`config.mk`:
```
export PLATFORM = sky130hd
export DESIGN_NAME = sbcrm_core
export DESIGN_NICKNAME = d
export VERILOG_FILES = /design/src/logic/sbcrm_pkg.sv /design/src/logic/sbcrm_timer.sv /design/src/logic/sbcrm_core.sv
export SDC_FILE = /design/constraint.sdc
export NUM_CORES = 1
export LEC_CHECK = 0
export ABC_AREA = 1
export BUFFER_PORTS_ARGS = -buffer_cell sky130_fd_sc_hd__clkbuf_2
export CORE_MARGIN = 4
export CORE_UTILIZATION = 55
export DETAILED_ROUTE_END_ITERATION = 7
export PLACE_DENSITY_LB_ADDON = 0.12
export SYNTH_ARGS = -nofsm -noshare
export SYNTH_HDL_FRONTEND = slang
export SYNTH_SLANG_ARGS = --single-unit
```
`constraint.sdc`:
```
create_clock -name ref_clk -period 6.1 [get_ports ref_clk]
set_input_delay 0.915 -clock ref_clk [delete_from_list [all_inputs] [get_ports ref_clk]]
set_output_delay 0.915 -clock ref_clk [all_outputs]
set_load 0.01 [all_outputs]
```
`src/logic/sbcrm_pkg.sv`:
```
// Package: mode codes, status encodings and timing constants for the restart/fail-safe sequencer
package sbcrm_pkg;
  typedef enum logic [6:0] {
    SBCRM_INIT    = 7'h01,
    SBCRM_NORMAL  = 7'h02,
    SBCRM_STOP    = 7'h04,
    SBCRM_SLEEP   = 7'h08,
    SBCRM_RESTART = 7'h10,
    SBCRM_FAILSAFE= 7'h20,
    SBCRM_FSWAIT  = 7'h40
  } sbcrm_mode_t;

  localparam logic [1:0] STAT_NONE    = 2'h0;
  localparam logic [1:0] STAT_FAULT   = 2'h1;
  localparam logic [1:0] STAT_SLEEPWK = 2'h2;
  localparam logic [1:0] WDF_ONE      = 2'h1;
  localparam logic [1:0] WDF_TWO      = 2'h2;
  localparam logic [2:0] WD_PERIOD_DEFAULT = 3'h4;
  localparam logic [2:0] UV_FS_COUNT       = 3'h4;

  localparam int CLK_MHZ          = 250;
  localparam int RESET_DELAY_US   = 10;
  localparam int FS_FILTER_MS     = 100;
  localparam int THERMAL_REC_MS   = 1000;
  localparam int TEST_TIME_US     = 100;
  localparam int RESET_DELAY_CYC  = RESET_DELAY_US * CLK_MHZ;
  localparam int FS_FILTER_CYC    = FS_FILTER_MS * 1000 * CLK_MHZ;
  localparam int THERMAL_REC_CYC  = THERMAL_REC_MS * 1000 * CLK_MHZ;
  localparam int TEST_TIME_CYC    = TEST_TIME_US * CLK_MHZ;
endpackage

```
`src/logic/sbcrm_timer.sv`:
```
// Down counter that flags when a loaded interval has run out
`timescale 1ns/1ps
module sbcrm_timer #(
  parameter int WIDTH = 32
) (
  input  wire logic             ref_clk,   // Clock
  input  wire logic             rst,       // Async reset
  input  wire logic             start,     // Load count
  input  wire logic             stop,      // Abandon count
  input  wire logic [WIDTH-1:0] loadVal,   // Cycles to run
  output logic                  expired    // Interval over, level
);
  logic [WIDTH-1:0] cnt_q;
  logic             run_q;

  initial begin
    if (WIDTH < 2) $error("sbcrm_timer: WIDTH too small");
  end

  // Count down while running
  always_ff @(posedge ref_clk or posedge rst) begin
    if (rst) begin
      cnt_q <= '0;
      run_q <= 1'b0;
    end else if (start) begin
      cnt_q <= loadVal;
      run_q <= 1'b1;
    end else if (stop) begin
      run_q <= 1'b0;
    end else if (run_q && cnt_q != '0) begin
      cnt_q <= cnt_q - 1'b1;
    end
  end

  assign expired = run_q && (cnt_q == '0);
endmodule // sbcrm_timer

```
`src/logic/sbcrm_core.sv`:
```
// Mode sequencer for restart, fail-safe and development modes
`timescale 1ns/1ps
module sbcrm_core #(
  parameter int RESET_DELAY  = sbcrm_pkg::RESET_DELAY_CYC,
  parameter int FS_FILTER    = sbcrm_pkg::FS_FILTER_CYC,
  parameter int THERMAL_REC  = sbcrm_pkg::THERMAL_REC_CYC,
  parameter int TEST_TIME    = sbcrm_pkg::TEST_TIME_CYC
) (
  input  wire logic       ref_clk,                  // 250 MHz clock
  input  wire logic       rst,                      // Power-on reset, async high
  input  wire logic       spiCmd,                   // SPI frame received, pulse
  input  wire logic       sleepReq,                 // Sleep mode requested, pulse
  input  wire logic       stopReq,                  // Stop mode requested, pulse
  input  wire logic       normalReq,                // Normal mode requested, pulse
  input  wire logic [1:0] configSel,                // Configuration 1..4 as 0..3
  input  wire logic       overvoltage_reset_enable, // Overvoltage reset enable bit
  input  wire logic       config_pin_select,        // Config pin select
  input  wire logic       wake_pin_measure_select,  // Wake pins 1,2 measuring
  input  wire logic       mainUv,                   // Main regulator undervoltage, pulse
  input  wire logic       mainOv,                   // Main regulator overvoltage, pulse
  input  wire logic       mainShort,                // Main regulator short, pulse
  input  wire logic       supplyAboveUv,            // Supply above its UV threshold
  input  wire logic       thermal_shutdown_level2,  // Thermal shutdown, pulse
  input  wire logic       wdFail,                   // Incorrect watchdog trigger, pulse
  input  wire logic       wakeEvent,                // Wake on default source, pulse
  input  wire logic       wakeFlagsPending,         // Uncleared wake status flags
  input  wire logic       canActive,                // CAN was normal/RX-only/wake
  input  wire logic       linActive,                // LIN was normal/RX-only/wake
  input  wire logic       test_strap_pin,           // Test strap level
  input  wire logic       statusClear,              // Clear status fields, pulse
  output logic [6:0]      modeState,                // Current mode, one-hot
  output logic            reset_output,             // Reset to controller, low active
  output logic            fail_outputs,             // Fail outputs active, high
  output logic            mainRegOn,                // Main regulator enabled
  output logic            secondRegOff,             // Force second regulator off
  output logic            highSideOff,              // Force high-side outputs off
  output logic            canWakeCap,               // CAN set wake capable
  output logic            linWakeCap,               // LIN set wake capable
  output logic            defaultWakeEn,            // Default wake sources enabled
  output logic            wakePinsMeasure,          // Wake pins 1,2 stay measuring
  output logic            wakeFlagsClear,           // Clear wake status first, pulse
  output logic            cyclicDisable,            // Cyclic sense/wake disabled
  output logic            spiIgnore,                // SPI not interpreted
  output logic            modeBitsClear,            // Clear mode selection bits, pulse
  output logic            wdLongWindow,             // Start long open window, pulse
  output logic            wdPeriodLoad,             // Force watchdog period, pulse
  output logic [2:0]      wdPeriodVal,              // Forced period value
  output logic            devModeDefaultsOn,        // LIN, CAN, SECOND_REGULATOR default on
  output logic            devMode,                  // Development mode latched
  output logic [1:0]      device_status_field,      // Device status field
  output logic [1:0]      watchdog_fail_field,      // Watchdog fail field
  output logic            failureFlag,              // Failure flag
  output logic            thermalFlag,              // Thermal shutdown flag
  output logic            main_supply_undervoltage_flag, // Undervoltage flag
  output logic            undervoltage_failsafe_flag,    // Four-UV fail-safe flag
  output logic            main_supply_overvoltage_flag,  // Overvoltage flag
  output logic            main_supply_short_flag         // Short flag
);
  typedef sbcrm_pkg::sbcrm_mode_t sbcrm_state_t;

  sbcrm_state_t mode_q, mode_d;
  logic        dev_q, testHigh_q, fo_q, thermFs_q, wakeLatch_q, fromSleep_q;
  logic [1:0]  wdCnt_q, stat_q;
  logic [2:0]  uvCnt_q;
  logic [31:0] testCnt_q;
  logic        fTherm_q, fUv_q, fUvFs_q, fOv_q, fSc_q, fFail_q;
  logic        rstTimerDone, fsTimerDone, thTimerDone;
  logic        inRestart, inFs, wdEff, uvCnt4;
  logic        goFs, goRestart, wdToFs, wdToRestart, ovToFs, ovToRestart;
  logic        foSet;
  logic [1:0]  wdNext;

  initial begin
    if (RESET_DELAY < 1 || FS_FILTER < 1 || THERMAL_REC < 1 || TEST_TIME < 1)
      $error("sbcrm_core: timing parameters must be at least one cycle");
  end

  assign inRestart = (mode_q == sbcrm_pkg::SBCRM_RESTART);
  assign inFs      = (mode_q == sbcrm_pkg::SBCRM_FAILSAFE) || (mode_q == sbcrm_pkg::SBCRM_FSWAIT);
  // Watchdog failures count only outside development mode
  assign wdEff     = wdFail && !dev_q;
  assign wdNext    = (wdCnt_q == 2'h0) ? sbcrm_pkg::WDF_ONE : sbcrm_pkg::WDF_TWO;
  assign uvCnt4    = (uvCnt_q + 3'h1) >= sbcrm_pkg::UV_FS_COUNT;

  // Cause decoding, configuration 1..4 is configSel 0..3
  assign wdToFs      = wdEff && ((configSel == 2'h1) ||
                       (configSel == 2'h3 && wdCnt_q != 2'h0));
  assign wdToRestart = wdEff && !wdToFs;
  assign ovToRestart = mainOv && overvoltage_reset_enable && config_pin_select;
  assign ovToFs      = mainOv && overvoltage_reset_enable && !config_pin_select;
  assign goFs = thermal_shutdown_level2 || mainShort || ovToFs || wdToFs ||
                (mainUv && supplyAboveUv && uvCnt4);
  assign goRestart = mainUv || ovToRestart || wdToRestart;
  // Fail outputs set by listed causes
  assign foSet = (wdEff && wdCnt_q == 2'h0 && configSel[1] == 1'b0) ||
                 (mainOv && overvoltage_reset_enable) || goFs;

  // Mode transitions, fail-safe checked first
  always_comb begin
    mode_d = mode_q;
    case (mode_q)
      sbcrm_pkg::SBCRM_INIT: begin
        if (goFs) mode_d = sbcrm_pkg::SBCRM_FAILSAFE;
        else if (wdToRestart) mode_d = sbcrm_pkg::SBCRM_RESTART;
        else if (spiCmd) mode_d = sbcrm_pkg::SBCRM_NORMAL;
      end
      sbcrm_pkg::SBCRM_NORMAL, sbcrm_pkg::SBCRM_STOP: begin
        if (goFs) mode_d = sbcrm_pkg::SBCRM_FAILSAFE;
        else if (goRestart) mode_d = sbcrm_pkg::SBCRM_RESTART;
        else if (sleepReq && wakeFlagsPending) mode_d = sbcrm_pkg::SBCRM_RESTART;
        else if (sleepReq) mode_d = sbcrm_pkg::SBCRM_SLEEP;
        else if (stopReq) mode_d = sbcrm_pkg::SBCRM_STOP;
        else if (normalReq) mode_d = sbcrm_pkg::SBCRM_NORMAL;
      end
      sbcrm_pkg::SBCRM_SLEEP: begin
        if (goFs) mode_d = sbcrm_pkg::SBCRM_FAILSAFE;
        else if (wakeEvent) mode_d = sbcrm_pkg::SBCRM_RESTART;
      end
      sbcrm_pkg::SBCRM_RESTART: begin
        if (goFs) mode_d = sbcrm_pkg::SBCRM_FAILSAFE;
        else if (rstTimerDone) mode_d = sbcrm_pkg::SBCRM_NORMAL;
      end
      sbcrm_pkg::SBCRM_FAILSAFE: begin
        if (fsTimerDone) mode_d = sbcrm_pkg::SBCRM_FSWAIT;
      end
      sbcrm_pkg::SBCRM_FSWAIT: begin
        if (thermFs_q) begin
          if (thTimerDone) mode_d = sbcrm_pkg::SBCRM_RESTART;
        end else if (wakeLatch_q || wakeEvent) begin
          mode_d = sbcrm_pkg::SBCRM_RESTART;
        end
      end
      default: mode_d = sbcrm_pkg::SBCRM_INIT;
    endcase
  end

  // Mode register
  always_ff @(posedge ref_clk or posedge rst) begin
    if (rst) mode_q <= sbcrm_pkg::SBCRM_INIT;
    else     mode_q <= mode_d;
  end

  // Reset delay timer, starts on restart entry
  sbcrm_timer #(.WIDTH(32)) u_rstTimer (
    .ref_clk (ref_clk),
    .rst     (rst),
    .start   (mode_d == sbcrm_pkg::SBCRM_RESTART && !inRestart),
    .stop    (!inRestart),
    .loadVal (32'(RESET_DELAY - 1)),
    .expired (rstTimerDone)
  );

  // Fail-safe minimum filter timer
  sbcrm_timer #(.WIDTH(32)) u_fsTimer (
    .ref_clk (ref_clk),
    .rst     (rst),
    .start   (mode_d == sbcrm_pkg::SBCRM_FAILSAFE && !inFs),
    .stop    (!inFs),
    .loadVal (32'(FS_FILTER - 1)),
    .expired (fsTimerDone)
  );

  // Thermal recovery timer, runs from fail-safe entry
  sbcrm_timer #(.WIDTH(32)) u_thTimer (
    .ref_clk (ref_clk),
    .rst     (rst),
    .start   (mode_d == sbcrm_pkg::SBCRM_FAILSAFE && !inFs),
    .stop    (!inFs),
    .loadVal (32'(THERMAL_REC - 1)),
    .expired (thTimerDone)
  );

  // Fail-safe cause and latched wakes
  always_ff @(posedge ref_clk or posedge rst) begin
    if (rst) begin
      thermFs_q   <= 1'b0;
      wakeLatch_q <= 1'b0;
    end else if (mode_d == sbcrm_pkg::SBCRM_FAILSAFE && !inFs) begin
      thermFs_q   <= thermal_shutdown_level2;
      wakeLatch_q <= 1'b0;
    end else if (inFs && wakeEvent) begin
      wakeLatch_q <= 1'b1;
    end
  end

  // Consecutive undervoltage counter
  always_ff @(posedge ref_clk or posedge rst) begin
    if (rst) uvCnt_q <= 3'h0;
    else if (mode_q == sbcrm_pkg::SBCRM_NORMAL && !mainUv && mode_d == mode_q && spiCmd)
      uvCnt_q <= 3'h0;
    else if (mode_d == sbcrm_pkg::SBCRM_FAILSAFE && !inFs) uvCnt_q <= 3'h0;
    else if (mainUv && supplyAboveUv) uvCnt_q <= uvCnt_q + 3'h1;
  end

  // Watchdog failure count
  always_ff @(posedge ref_clk or posedge rst) begin
    if (rst) wdCnt_q <= 2'h0;
    else if (wdEff) wdCnt_q <= wdNext;
    else if (statusClear) wdCnt_q <= 2'h0;
  end

  // Fail outputs, sticky until power-on
  always_ff @(posedge ref_clk or posedge rst) begin
    if (rst) fo_q <= 1'b0;
    else if (foSet) fo_q <= 1'b1;
  end

  // Sleep origin for status encoding
  always_ff @(posedge ref_clk or posedge rst) begin
    if (rst) fromSleep_q <= 1'b0;
    else if (mode_d == sbcrm_pkg::SBCRM_RESTART && !inRestart)
      fromSleep_q <= (mode_q == sbcrm_pkg::SBCRM_SLEEP) ||
                     (sleepReq && wakeFlagsPending);
  end

  // Device status field, set wins over clear
  always_ff @(posedge ref_clk or posedge rst) begin
    if (rst) stat_q <= sbcrm_pkg::STAT_NONE;
    else if (mode_d == sbcrm_pkg::SBCRM_FAILSAFE && !inFs)
      stat_q <= sbcrm_pkg::STAT_FAULT;
    else if (inRestart && mode_d == sbcrm_pkg::SBCRM_NORMAL && !fFail_q)
      stat_q <= fromSleep_q ? sbcrm_pkg::STAT_SLEEPWK : sbcrm_pkg::STAT_FAULT;
    else if (statusClear) stat_q <= sbcrm_pkg::STAT_NONE;
  end

  // Cause flags, set wins over clear
  always_ff @(posedge ref_clk or posedge rst) begin
    if (rst) begin
      fTherm_q <= 1'b0;
      fUv_q    <= 1'b0;
      fUvFs_q  <= 1'b0;
      fOv_q    <= 1'b0;
      fSc_q    <= 1'b0;
      fFail_q  <= 1'b0;
    end else begin
      fTherm_q <= thermal_shutdown_level2 || (fTherm_q && !statusClear);
      fUv_q    <= mainUv || mainShort || (fUv_q && !statusClear);
      fUvFs_q  <= (mainUv && supplyAboveUv && uvCnt4) || (fUvFs_q && !statusClear);
      fOv_q    <= mainOv || (fOv_q && !statusClear);
      fSc_q    <= mainShort || (fSc_q && !statusClear);
      fFail_q  <= (goFs && !inFs) || (fFail_q && !statusClear);
    end
  end

  // Test strap monitoring during init
  always_ff @(posedge ref_clk or posedge rst) begin
    if (rst) begin
      testCnt_q  <= 32'h0;
      testHigh_q <= 1'b0;
    end else if (mode_q == sbcrm_pkg::SBCRM_INIT) begin
      if (!test_strap_pin) testCnt_q <= 32'h0;
      else if (testCnt_q >= 32'(TEST_TIME)) testHigh_q <= 1'b1;
      else testCnt_q <= testCnt_q + 32'h1;
    end
  end

  // Development mode latch, only power-on clears it
  always_ff @(posedge ref_clk or posedge rst) begin
    if (rst) dev_q <= 1'b0;
    else if (mode_q == sbcrm_pkg::SBCRM_INIT && spiCmd && !test_strap_pin && !testHigh_q)
      dev_q <= 1'b1;
  end

  // Outputs
  assign modeState     = mode_q;
  assign reset_output  = !(inRestart || inFs || mode_q == sbcrm_pkg::SBCRM_SLEEP);
  assign fail_outputs  = fo_q || inFs;
  assign mainRegOn     = !inFs && mode_q != sbcrm_pkg::SBCRM_SLEEP;
  assign secondRegOff  = inRestart || inFs;
  assign highSideOff   = inRestart || inFs;
  assign canWakeCap    = (inRestart && canActive) || inFs;
  assign linWakeCap    = (inRestart && linActive) || inFs;
  assign defaultWakeEn = inFs;
  assign wakePinsMeasure = inFs && wake_pin_measure_select;
  assign wakeFlagsClear  = (mode_d == sbcrm_pkg::SBCRM_FAILSAFE) && !inFs;
  assign cyclicDisable   = inFs;
  assign spiIgnore       = inRestart || inFs;
  assign modeBitsClear   = inRestart && (mode_d == sbcrm_pkg::SBCRM_NORMAL);
  assign wdLongWindow    = modeBitsClear && !dev_q;
  assign wdPeriodLoad    = modeBitsClear;
  assign wdPeriodVal     = sbcrm_pkg::WD_PERIOD_DEFAULT;
  assign devModeDefaultsOn = dev_q;
  assign devMode         = dev_q;
  assign device_status_field = stat_q;
  assign watchdog_fail_field = wdCnt_q;
  assign failureFlag     = fFail_q;
  assign thermalFlag     = fTherm_q;
  assign main_supply_undervoltage_flag = fUv_q;
  assign undervoltage_failsafe_flag    = fUvFs_q;
  assign main_supply_overvoltage_flag  = fOv_q;
  assign main_supply_short_flag        = fSc_q;
endmodule // sbcrm_core

```
==> After elaboration in Yosys (flattened, before gate mapping) <==
Cells that the tools add are included.
{ "op_classes": {"addsub": 5, "magnitude_cmp": 2, "eq_ne": 17, "n_mux": 44, "n_bitwise": 1, "n_reduce_logical": 99} }
{ "ops": {"columns": ["cell", "n"], "rows": [
  ["two-way mux 32 bit", 11],
  ["two-way mux 7 bit", 17],
  ["logical NOT 32 bit", 3],
  ["nonzero test 32 bit", 3],
  ["subtractor 32 x 1 -> 32 bit, second input constant", 3],
  ["case mux 7 bit (6 select lines)", 1],
  ["logical AND 1 bit", 41],
  ["adder 32 x 1 -> 32 bit, second input constant", 1],
  [">= comparator 32 x 15 -> 1 bit, second input constant", 1],
  ["logical OR 1 bit", 24],
  ["nonzero test 2 bit", 8],
  ["== test 7 x 2 -> 1 bit, second input constant", 2],
  ["== test 7 x 5 -> 1 bit, second input constant", 2],
  ["== test 7 x 6 -> 1 bit, second input constant", 2],
  ["two-way mux 2 bit", 6],
  ["logical NOT 1 bit", 11],
  ["two-way mux 3 bit", 3],
  ["AND reduction 2 bit", 4],
  ["== test 7 x 1 -> 1 bit, second input constant", 1],
  ["== test 7 x 3 -> 1 bit, second input constant", 1],
  ["== test 7 x 4 -> 1 bit, second input constant", 1],
  ["== test 7 bit", 1],
  ["== test 7 bit, second input constant", 1],
  ["inequality test 7 x 4 -> 1 bit, second input constant", 1],
  ["other kinds (12)", 19]
]} }
{ "word_totals": {"register_bits": 156, "inputBits": 23, "output_inout_bits": 37, "wordCells": 190} }

==> Longest topological paths before layout <==
Gate-level depths: netlist of run 1.
{ "logic_depth": {"ltp_word": 15, "mapped_depth": 16, "mapped_depth_nobuf": 15} }

==> Hierarchy <==
Synthesis of run 1 repeated with hierarchy kept, for this count alone.
{ "unflattened": {"hier_cells": 1743, "area_unflattened_um2": 11612.4} }
{ "by_module_without_submodules": {"columns": ["mod", "instances", "cells_each", "area_each_um2", "seq_area_each_um2"], "rows": [
  ["sbcrm_timer (u_fsTimer ...)", 2, 434, 2756.4, 825.8],
  ["sbcrm_core", 1, 441, 3373.2, 1452.6],
  ["sbcrm_timer (u_thTimer)", 1, 434, 2726.4, 825.8]
]} }

==> Worst setup path before layout of run 1 <==
Ideal clock, no wire load.
{ "synth_path": {"kind": "input to output", "from": "in mainUv", "to": "out wdPeriodLoad", "arrival_ns": 2.394, "required_ns": 5.185, "setup_slack_ns": 2.791, "path_stages": 13, "path_buffers": 2, "cell_sequence": "nand2_1 -> inv_1 -> nand3_1 -> nand2_1 -> nor2_2 -> inv_1 -> nand2_1 -> buf_2 -> nand2_2 -> nor2_2 -> nand3_1 -> nor2_1 -> buf_4"} }
{ "synth_rtl": {"columns": ["element", "line_no", "text"], "rows": [
  ["start, declared", "sbcrm_core.sv:19", "input wire logic mainUv,"],
  ["end, declared", "sbcrm_core.sv:46", "output logic wdPeriodLoad,"]
]} }

==> Final worst setup path of run 1 <==
{ "layout_path": {"from": "in mainUv", "to": "out wakeFlagsClear"} }
{ "layout_via": {"elab_chain_cells": 7, "elab_cells_between_ends": 13, "classes_between": "eq/ne: 1; mux: 6; reduce/logical: 6"} }
{ "layout_rtl": {"columns": ["element", "line_no", "text"], "rows": [
  ["logical OR 1 bit or logical AND 1 bit (tied branches) (2 in series)", "sbcrm_core.sv:93, sbcrm_core.sv:92", null],
  ["two-way mux 7 bit or logical OR 1 bit (tied branches)", "sbcrm_core.sv:109, sbcrm_core.sv:91", null],
  ["two-way mux 7 bit (on tied branches)", null, null],
  ["case mux 7 bit (6 select lines) *", "sbcrm_core.sv:101", "case (mode_q)"],
  ["== test 7 x 6 -> 1 bit *", "sbcrm_core.sv:275", "assign wakeFlagsClear = (mode_d == sbcrm_pkg::SBCRM_FAILSAFE) && !inFs;"],
  ["logical AND 1 bit *", "sbcrm_core.sv:275", null],
  ["end, declared", "sbcrm_core.sv:41", "output logic wakeFlagsClear,"]
]} }
Mark *: on every way between the ends. The rest lies on a longest branch, timed or not.

==> impl_metrics.toml, run 1 <==
[outcome]
status = "finished, violations left"
violations = "design-rule violations"

[clock_network]
cts_made_buffers = 17
post_cts_buffers = 0
clkLatencyLatePin_ns = 0.42
cts_sinks = 156
clk_path_buf_depth = 2
cts-hold-fix-buffers = 0
postCtsResizedCells = 0
clk_pin_slew_ns = 0.07
cts_tree = "done"
htree_levels = 4
cts_root_buf = "clkbuf_16"

[die]
ios = 60
start_util_pct = 55.84
row_count = 47
dieArea_um2 = 18910
chipWidth_um = 137.5
die_h_um = 137.5
core_area_um2 = 16520

[power_and_ir_drop]
ir_drop_uv = 224.3
p_switching_mw = 1.156
combinationalPowerShare_pct = 24.8
switching_share_pct = 35.81
power_frac_clock_pct = 34.0
power.density_nw_per_um2 = 316.2
intPower_mw = 2.071
pwr-share-seq_pct = 41.2
p_leak_nw = 4.547
power_mw = 3.227

[synth]
synthAdderAreaFrac_pct = 1.220
yosys_warnings = 0
synthDistinctLibCells = 49
synth-simple-area-share_pct = 33.38
synthFlopType = "dfrtp_1"
synth_top_cell_by_area = "dfrtp_1"
syn_avg_cell_area_um2 = 7.570
synthMuxAreaShare_pct = 0.1085
synthXorXnorAreaFrac_pct = 7.783
synth_area_um2 = 9228
synth_top_family_by_area = "simple AND/OR/NAND/NOR gates"
synthArstFlopShare_pct = 100.0
synth.area.top_cells = "dfrtp_1 42%, nand2_1 10%, nor2_1 8.5%, xor2_1 6.9%, nand3_1 5.5%"
yosys.area.top_type_share_pct = 42.03
synth_compound_area_share_pct = 7.037
ys_seq_area_share_pct = 42.32
synth-seq-cells = 156
synthCells = 1219
synth_edf_count = 0

[grt]
grt_max_degree = 94
grt_usage_pct = 24.15
grt_pass1_wl_mm = 36.65
antenna_found_initial = 0
grt_pass1_vias = 7381
overflow = 0

[sta]
slew_viol_final = 0
fin_hold_ws_ns = 0.4392
hold_viol = 0
fin_setup_tns_ns = 0
final-setup-viol-count = 0
rsz0062_at_grt = "false"
clock.fmax_ghz = 0.2384
fin_crit_ns = 4.195
period_share_pct = 68.76
relSlewSlack_pct = 43.70
skew_ns = 0.008267
worstMarginPinSlew_ns = 0.8445

[worst_setup_path]
cp.arrival_ns = 3.28
worstPathRequired_ns = 5.18
cp_top_family = "buffers and inverters"
r2r_start = "modeState[0]$_DFF_PP1_"
cp_cell_sequence = "clkbuf_2 -> nand2_1 -> inv_1 -> nand3_1 -> nand2_1 -> nor2_2 -> inv_1 -> nand2_2 -> buf_4 -> inv_2 -> clkbuf_2"
crit_type = "primary input to output pin"
critPathLaunchType = "primary input"
max_stage_delay_ns = 0.43
r2r_cells = 11
cpMaxStageDelayCell = "nor2_2"
reg2reg_slack_ns = 2.98
r2r_end = "device_status_field[1]$_DFFE_PP0P_"
path_max_fanout = 34
cp_num_buf_inv = 6
critPathCaptureType = "output pin"

[route]
vias = 7880
finalWirelength_mm = 21.37
routedWlPerCell_um = 14.28
drt-vias-per-instance = 5.267
drt_iter0_markers = 553
drcViolationCount = 1
drt_first_pass_iters = 7
ant_nets = 0

[placed_design]
dpl.cell_count = 1464
port_buffers = 56
dp.final_hpwl_mm = 15.27
place_congestion = 0.9699

[cells_and_area]
fin_cells = 1496
diodes = 0
drive_gt1_share_pct = 12.62
nets = 1295
final_core_util_pct = 61.76
synthToLayoutAreaGrowth_pct = 10.59

[run]
cap_violations = 0

[min_path]
hold_path.class = "flip-flop to flip-flop"
worstHoldStart = "testHigh_q$_DFFE_PP0P_"
whs_endpoint = "devMode$_DFFE_PP0P_"
min_path_cells = 1
[per-stage QoR]
stage               setup WS [ns]  instance area [um^2]
finish                      1.905                 10200
global route                1.632                 10200
CTS                         1.903                 10200
detailed placement          1.918                  9598
global placement            1.974                  9598
floorplan                  0.9801                  9231
[synth_stat cells, types with 2 or more instances]
cell and count:
a21boi_0 6, a21oi_1 30, a31oi_1 2, buf_2 13, buf_4 11, buf_6 4, clkbuf_1 7, conb_1 2
dfrtp_1 155, ha_1 9, inv_1 126, inv_2 10, nand2_1 245, nand2_2 8, nand2_4 2, nand3_1 102
nand3_2 5, nand3b_1 4, nand4_1 32, nor2_1 208, nor2_2 19, nor2_4 7, nor2_8 2, nor3_1 24
nor3_2 2, nor4_1 11, o211ai_1 4, o21ai_0 53, o21ai_1 3, o22ai_1 2, o31ai_1 7, or2_2 7
xnor2_1 9, xor2_1 73
[cells in the final DEF (no fill, tap or decap), types with 3 or more instances in the layout]
cell / count
conb_1: 3
nand2_1: 244
inv_6: 4
clkbuf_16: 17
xor2_1: 73
nand4_1: 32
nand3b_1: 4
inv_2: 10
nor2_4: 7
nand3_1: 102
dfrtp_1: 155
a21oi_1: 30
clkbuf_2: 56
a21boi_0: 6
bufinv_16: 3
ha_1: 9
o211ai_1: 4
nor3_1: 24
clkinv_2: 4
nor4_1: 11
nand3_2: 5
o21ai_0: 52
nor2_2: 19
nor2_1: 208
clkinvlp_4: 3
xnor2_1: 9
o31ai_1: 7
buf_4: 3
or2_2: 7
nand2_2: 9
inv_1: 125
o21ai_1: 4
[layer usage]
layer	vias to the layer above	wire [um]	track usage, %
met5	-	0	0
met4	0	339	6.430
met3	24	1102	5.259
met2	210	9560	36.28
met1	3656	10370	35.48
li1	3990	-	-
[worst max-delay path by stage]
stage,startpoint,endpoint,slack [ns],cells past startpoint
floorplan,rst,devMode$_DFFE_PP0P_,0.98,1
global placement,mainUv,wakeFlagsClear,1.97,11
global route,modeState[0]$_DFF_PP1_,wakeFlagsClear,1.63,10
CTS,mainUv,wakeFlagsClear,1.90,11
detailed placement,mainUv,wakeFlagsClear,1.92,11
finish,mainUv,wakeFlagsClear,1.91,11
[kinds of logic (layout without fill, tap and decap cells)]
logic type	Yosys count	after routing
compound gates	114	114
simple gates	682	682
fa+ha+maj	9	9
mux	1	1
xor+xnor	82	82
other cells	2	3
buf+inv	173	229
flops	156	156
[registers in the layout, indices dropped and copies added (netlist names), 2 cells and up]
register / count
uvCnt_q: 3
testCnt_q: 32
u_rstTimer.cnt_q: 32
u_fsTimer.cnt_q: 32
device_status_field: 2
u_thTimer.cnt_q: 32
watchdog_fail_field: 2
modeState: 7
[power by group through the flow]
stage	sequential, mW	combinational, mW	clock [mW]
3_5_place_dp	1.34	0.806	0
6_report	1.33	0.801	1.10
3_3_place_gp	1.34	0.787	0
4_1_cts	1.33	0.808	1.12
5_1_grt	1.35	0.909	1.16
2_1_floorplan	1.31	0.623	0
[cell type report]
| cell class | instances | area (um^2) |
|---|---|---|
| clock buffer | 18 | 439.2 |
| clock inverter | 14 | 167.7 |
| fill | 1446 | 6320 |
| inverter | 138 | 530.5 |
| multi-input combinational | 891 | 4584 |
| sequential | 156 | 3905 |
| tap | 220 | 275.3 |
| timing repair buffer | 59 | 302.8 |
Note: power is estimated with default switching activity, not from simulation.
==> inputs of run 2 (changes only) <==
- clock period: 6.1 -> 3.7 ns (I/O delays scaled with it)
==> impl_metrics.toml, run 2 (same netlist as run 1, synthesis figures left out) <==
[min_path]
hold_path.class = "primary input to flip-flop"
worstHoldStart = "mainOv"
min_path_cells = 2
whs_endpoint = "main_supply_overvoltage_flag$_DFF_PP0_"

[sta]
setup_ws_ns = 0.5866
skew_ns = 0.009405
worstMarginPinSlew_ns = 0.8305
fin_setup_tns_ns = 0
fin_crit_ns = 3.113
final-setup-viol-count = 0
slew_viol_final = 0
period_share_pct = 84.15
relSlewSlack_pct = 44.63
rsz0062_at_grt = "false"
clock.fmax_ghz = 0.3212
hold_viol = 0

[placed_design]
place_area_um2 = 9639
pre_cts_slack_ns = 1.047
dp.final_hpwl_mm = 15.29
place_congestion = 0.9116
port_buffers = 56

[worst_setup_path]
crit_type = "flip-flop to output pin"
cp.arrival_ns = 2.56
cpMaxStageDelayCell = "dfrtp_1"
r2r_cells = 13
r2r_start = "modeState[1]$_DFF_PP0_"
path_max_fanout = 5
cp_cell_sequence = "nor2_1 -> nand2_1 -> nor2_2 -> nand3_2 -> nor2_4 -> nand2_1 -> nand2_1 -> nand2_2 -> nor2_2 -> nand3_1 -> nor2_1 -> clkbuf_2"
reg2reg_slack_ns = 1.26
critPathLaunchType = "flip-flop"
worstPathRequired_ns = 3.14
crit_path_frequent_cell = "nand2_1"
critPathCaptureType = "output pin"
r2r_end = "u_thTimer.cnt_q[2]$_DFFE_PP0P_"
max_stage_delay_ns = 0.43

[power_and_ir_drop]
p_leak_nw = 4.577
power_mw = 5.450
power.density_nw_per_um2 = 530.4
ir_drop_uv = 424.0

[cells_and_area]
diodes = 0
drive_gt1_share_pct = 12.67
final_area_um2 = 10270
final_core_util_pct = 62.18
nets = 1299
synthToLayoutAreaGrowth_pct = 11.35
final_common_cell = "nand2_1"
final_cell_mix = "244 x nand2_1, 208 x nor2_1, 155 x dfrtp_1"

[grt]
busiest_layer = "met2"
grt_pass1_vias = 7609
grt_pass1_wl_mm = 36.65
grt_max_degree = 157
met1_usage_pct = 34.66
grt_util_met3_pct = 4.602
met2_usage_pct = 37.61
overflow = 0
grt_usage_pct = 24.18
antenna_found_initial = 0

[run]
cap_violations = 0

[route]
drt-vias-per-instance = 5.380
drt_iter0_markers = 698
vias = 8064
drt_first_pass_iters = 5
routedWlPerCell_um = 14.57
finalWirelength_mm = 21.84
drcViolationCount = 0
ant_nets = 0

[die]
row_count = 47
chipWidth_um = 137.5
dieArea_um2 = 18910
core_area_um2 = 16520
die_h_um = 137.5
start_util_pct = 55.84
ios = 60

[clock_network]
postCtsResizedCells = 0
clk_path_buf_depth = 2
cts_tree = "done"
clkLatencyLatePin_ns = 0.43
post_cts_buffers = 0
cts_made_buffers = 17
cts-hold-fix-buffers = 0
cts_sinks = 156
htree_levels = 4
cts_root_buf = "clkbuf_16"
clk_pin_slew_ns = 0.07

[outcome]
status = "finished, final reports clean"
run 2: cell types whose count changed in the layout (fill, tap and decap cells not counted), sizes merged:
cell and delta:
clkinv -3, bufinv +1, inv -3, buf +4
clkbuf +4
run 2: area by class of cell:
cell class,count,area [um^2]
inverters,138,529.3
well taps,220,275.3
multi-input cells,891,4584
fillers,1504,6250
flip-flops and latches,156,3905
clock buffers,22,474.2
clock inverters,9,161.4
repair buffers,63,345.3
run 2: worst max-delay path: cells and delay by family, from the launching register on:
family        cells  cell delay [ns]
buf+inv           1             0.15
flops             1             0.43
simple gates     11             1.55
run 2: through the flow:
step	cells	hold WS [ns]
after global routing	1499	0.3370
after global placement	1468	0.4447
final	1499	0.3330
after floorplan	1220	0.4253
after detailed placement	1468	0.4432
after CTS	1499	0.3222
run 2: worst max-delay path by stage:
stage	start	to	slack, ns	cells after the start
2_1_floorplan	mainUv	wdPeriodLoad	1.11	13
3_3_place_gp	u_fsTimer.cnt_q[0]$_DFFE_PP0P_	wdPeriodLoad	1.10	13
3_5_place_dp	u_fsTimer.cnt_q[0]$_DFFE_PP0P_	modeBitsClear	1.05	13
4_1_cts	u_fsTimer.cnt_q[0]$_DFFE_PP0P_	modeBitsClear	0.58	13
5_1_grt	u_fsTimer.cnt_q[0]$_DFFE_PP0P_	modeBitsClear	0.36	13
6_report	u_fsTimer.cnt_q[18]$_DFFE_PP0P_	modeBitsClear	0.59	12
run 2: layer usage:
layer  vias to the layer above  wire length [um]
li1                       4008                 -
met1                      3824             10530
met2                       206              9946
met3                        26              1107
met4                         0               258
met5                         -                 0
run 2: report_power, final:
group	switching [mW]	leakage (nW)	internal (mW)
sequential	0.236	1.83	1.95
combinational	0.953	2.44	0.409
clock	0.719	0.303	1.18
total	1.91	4.58	3.54
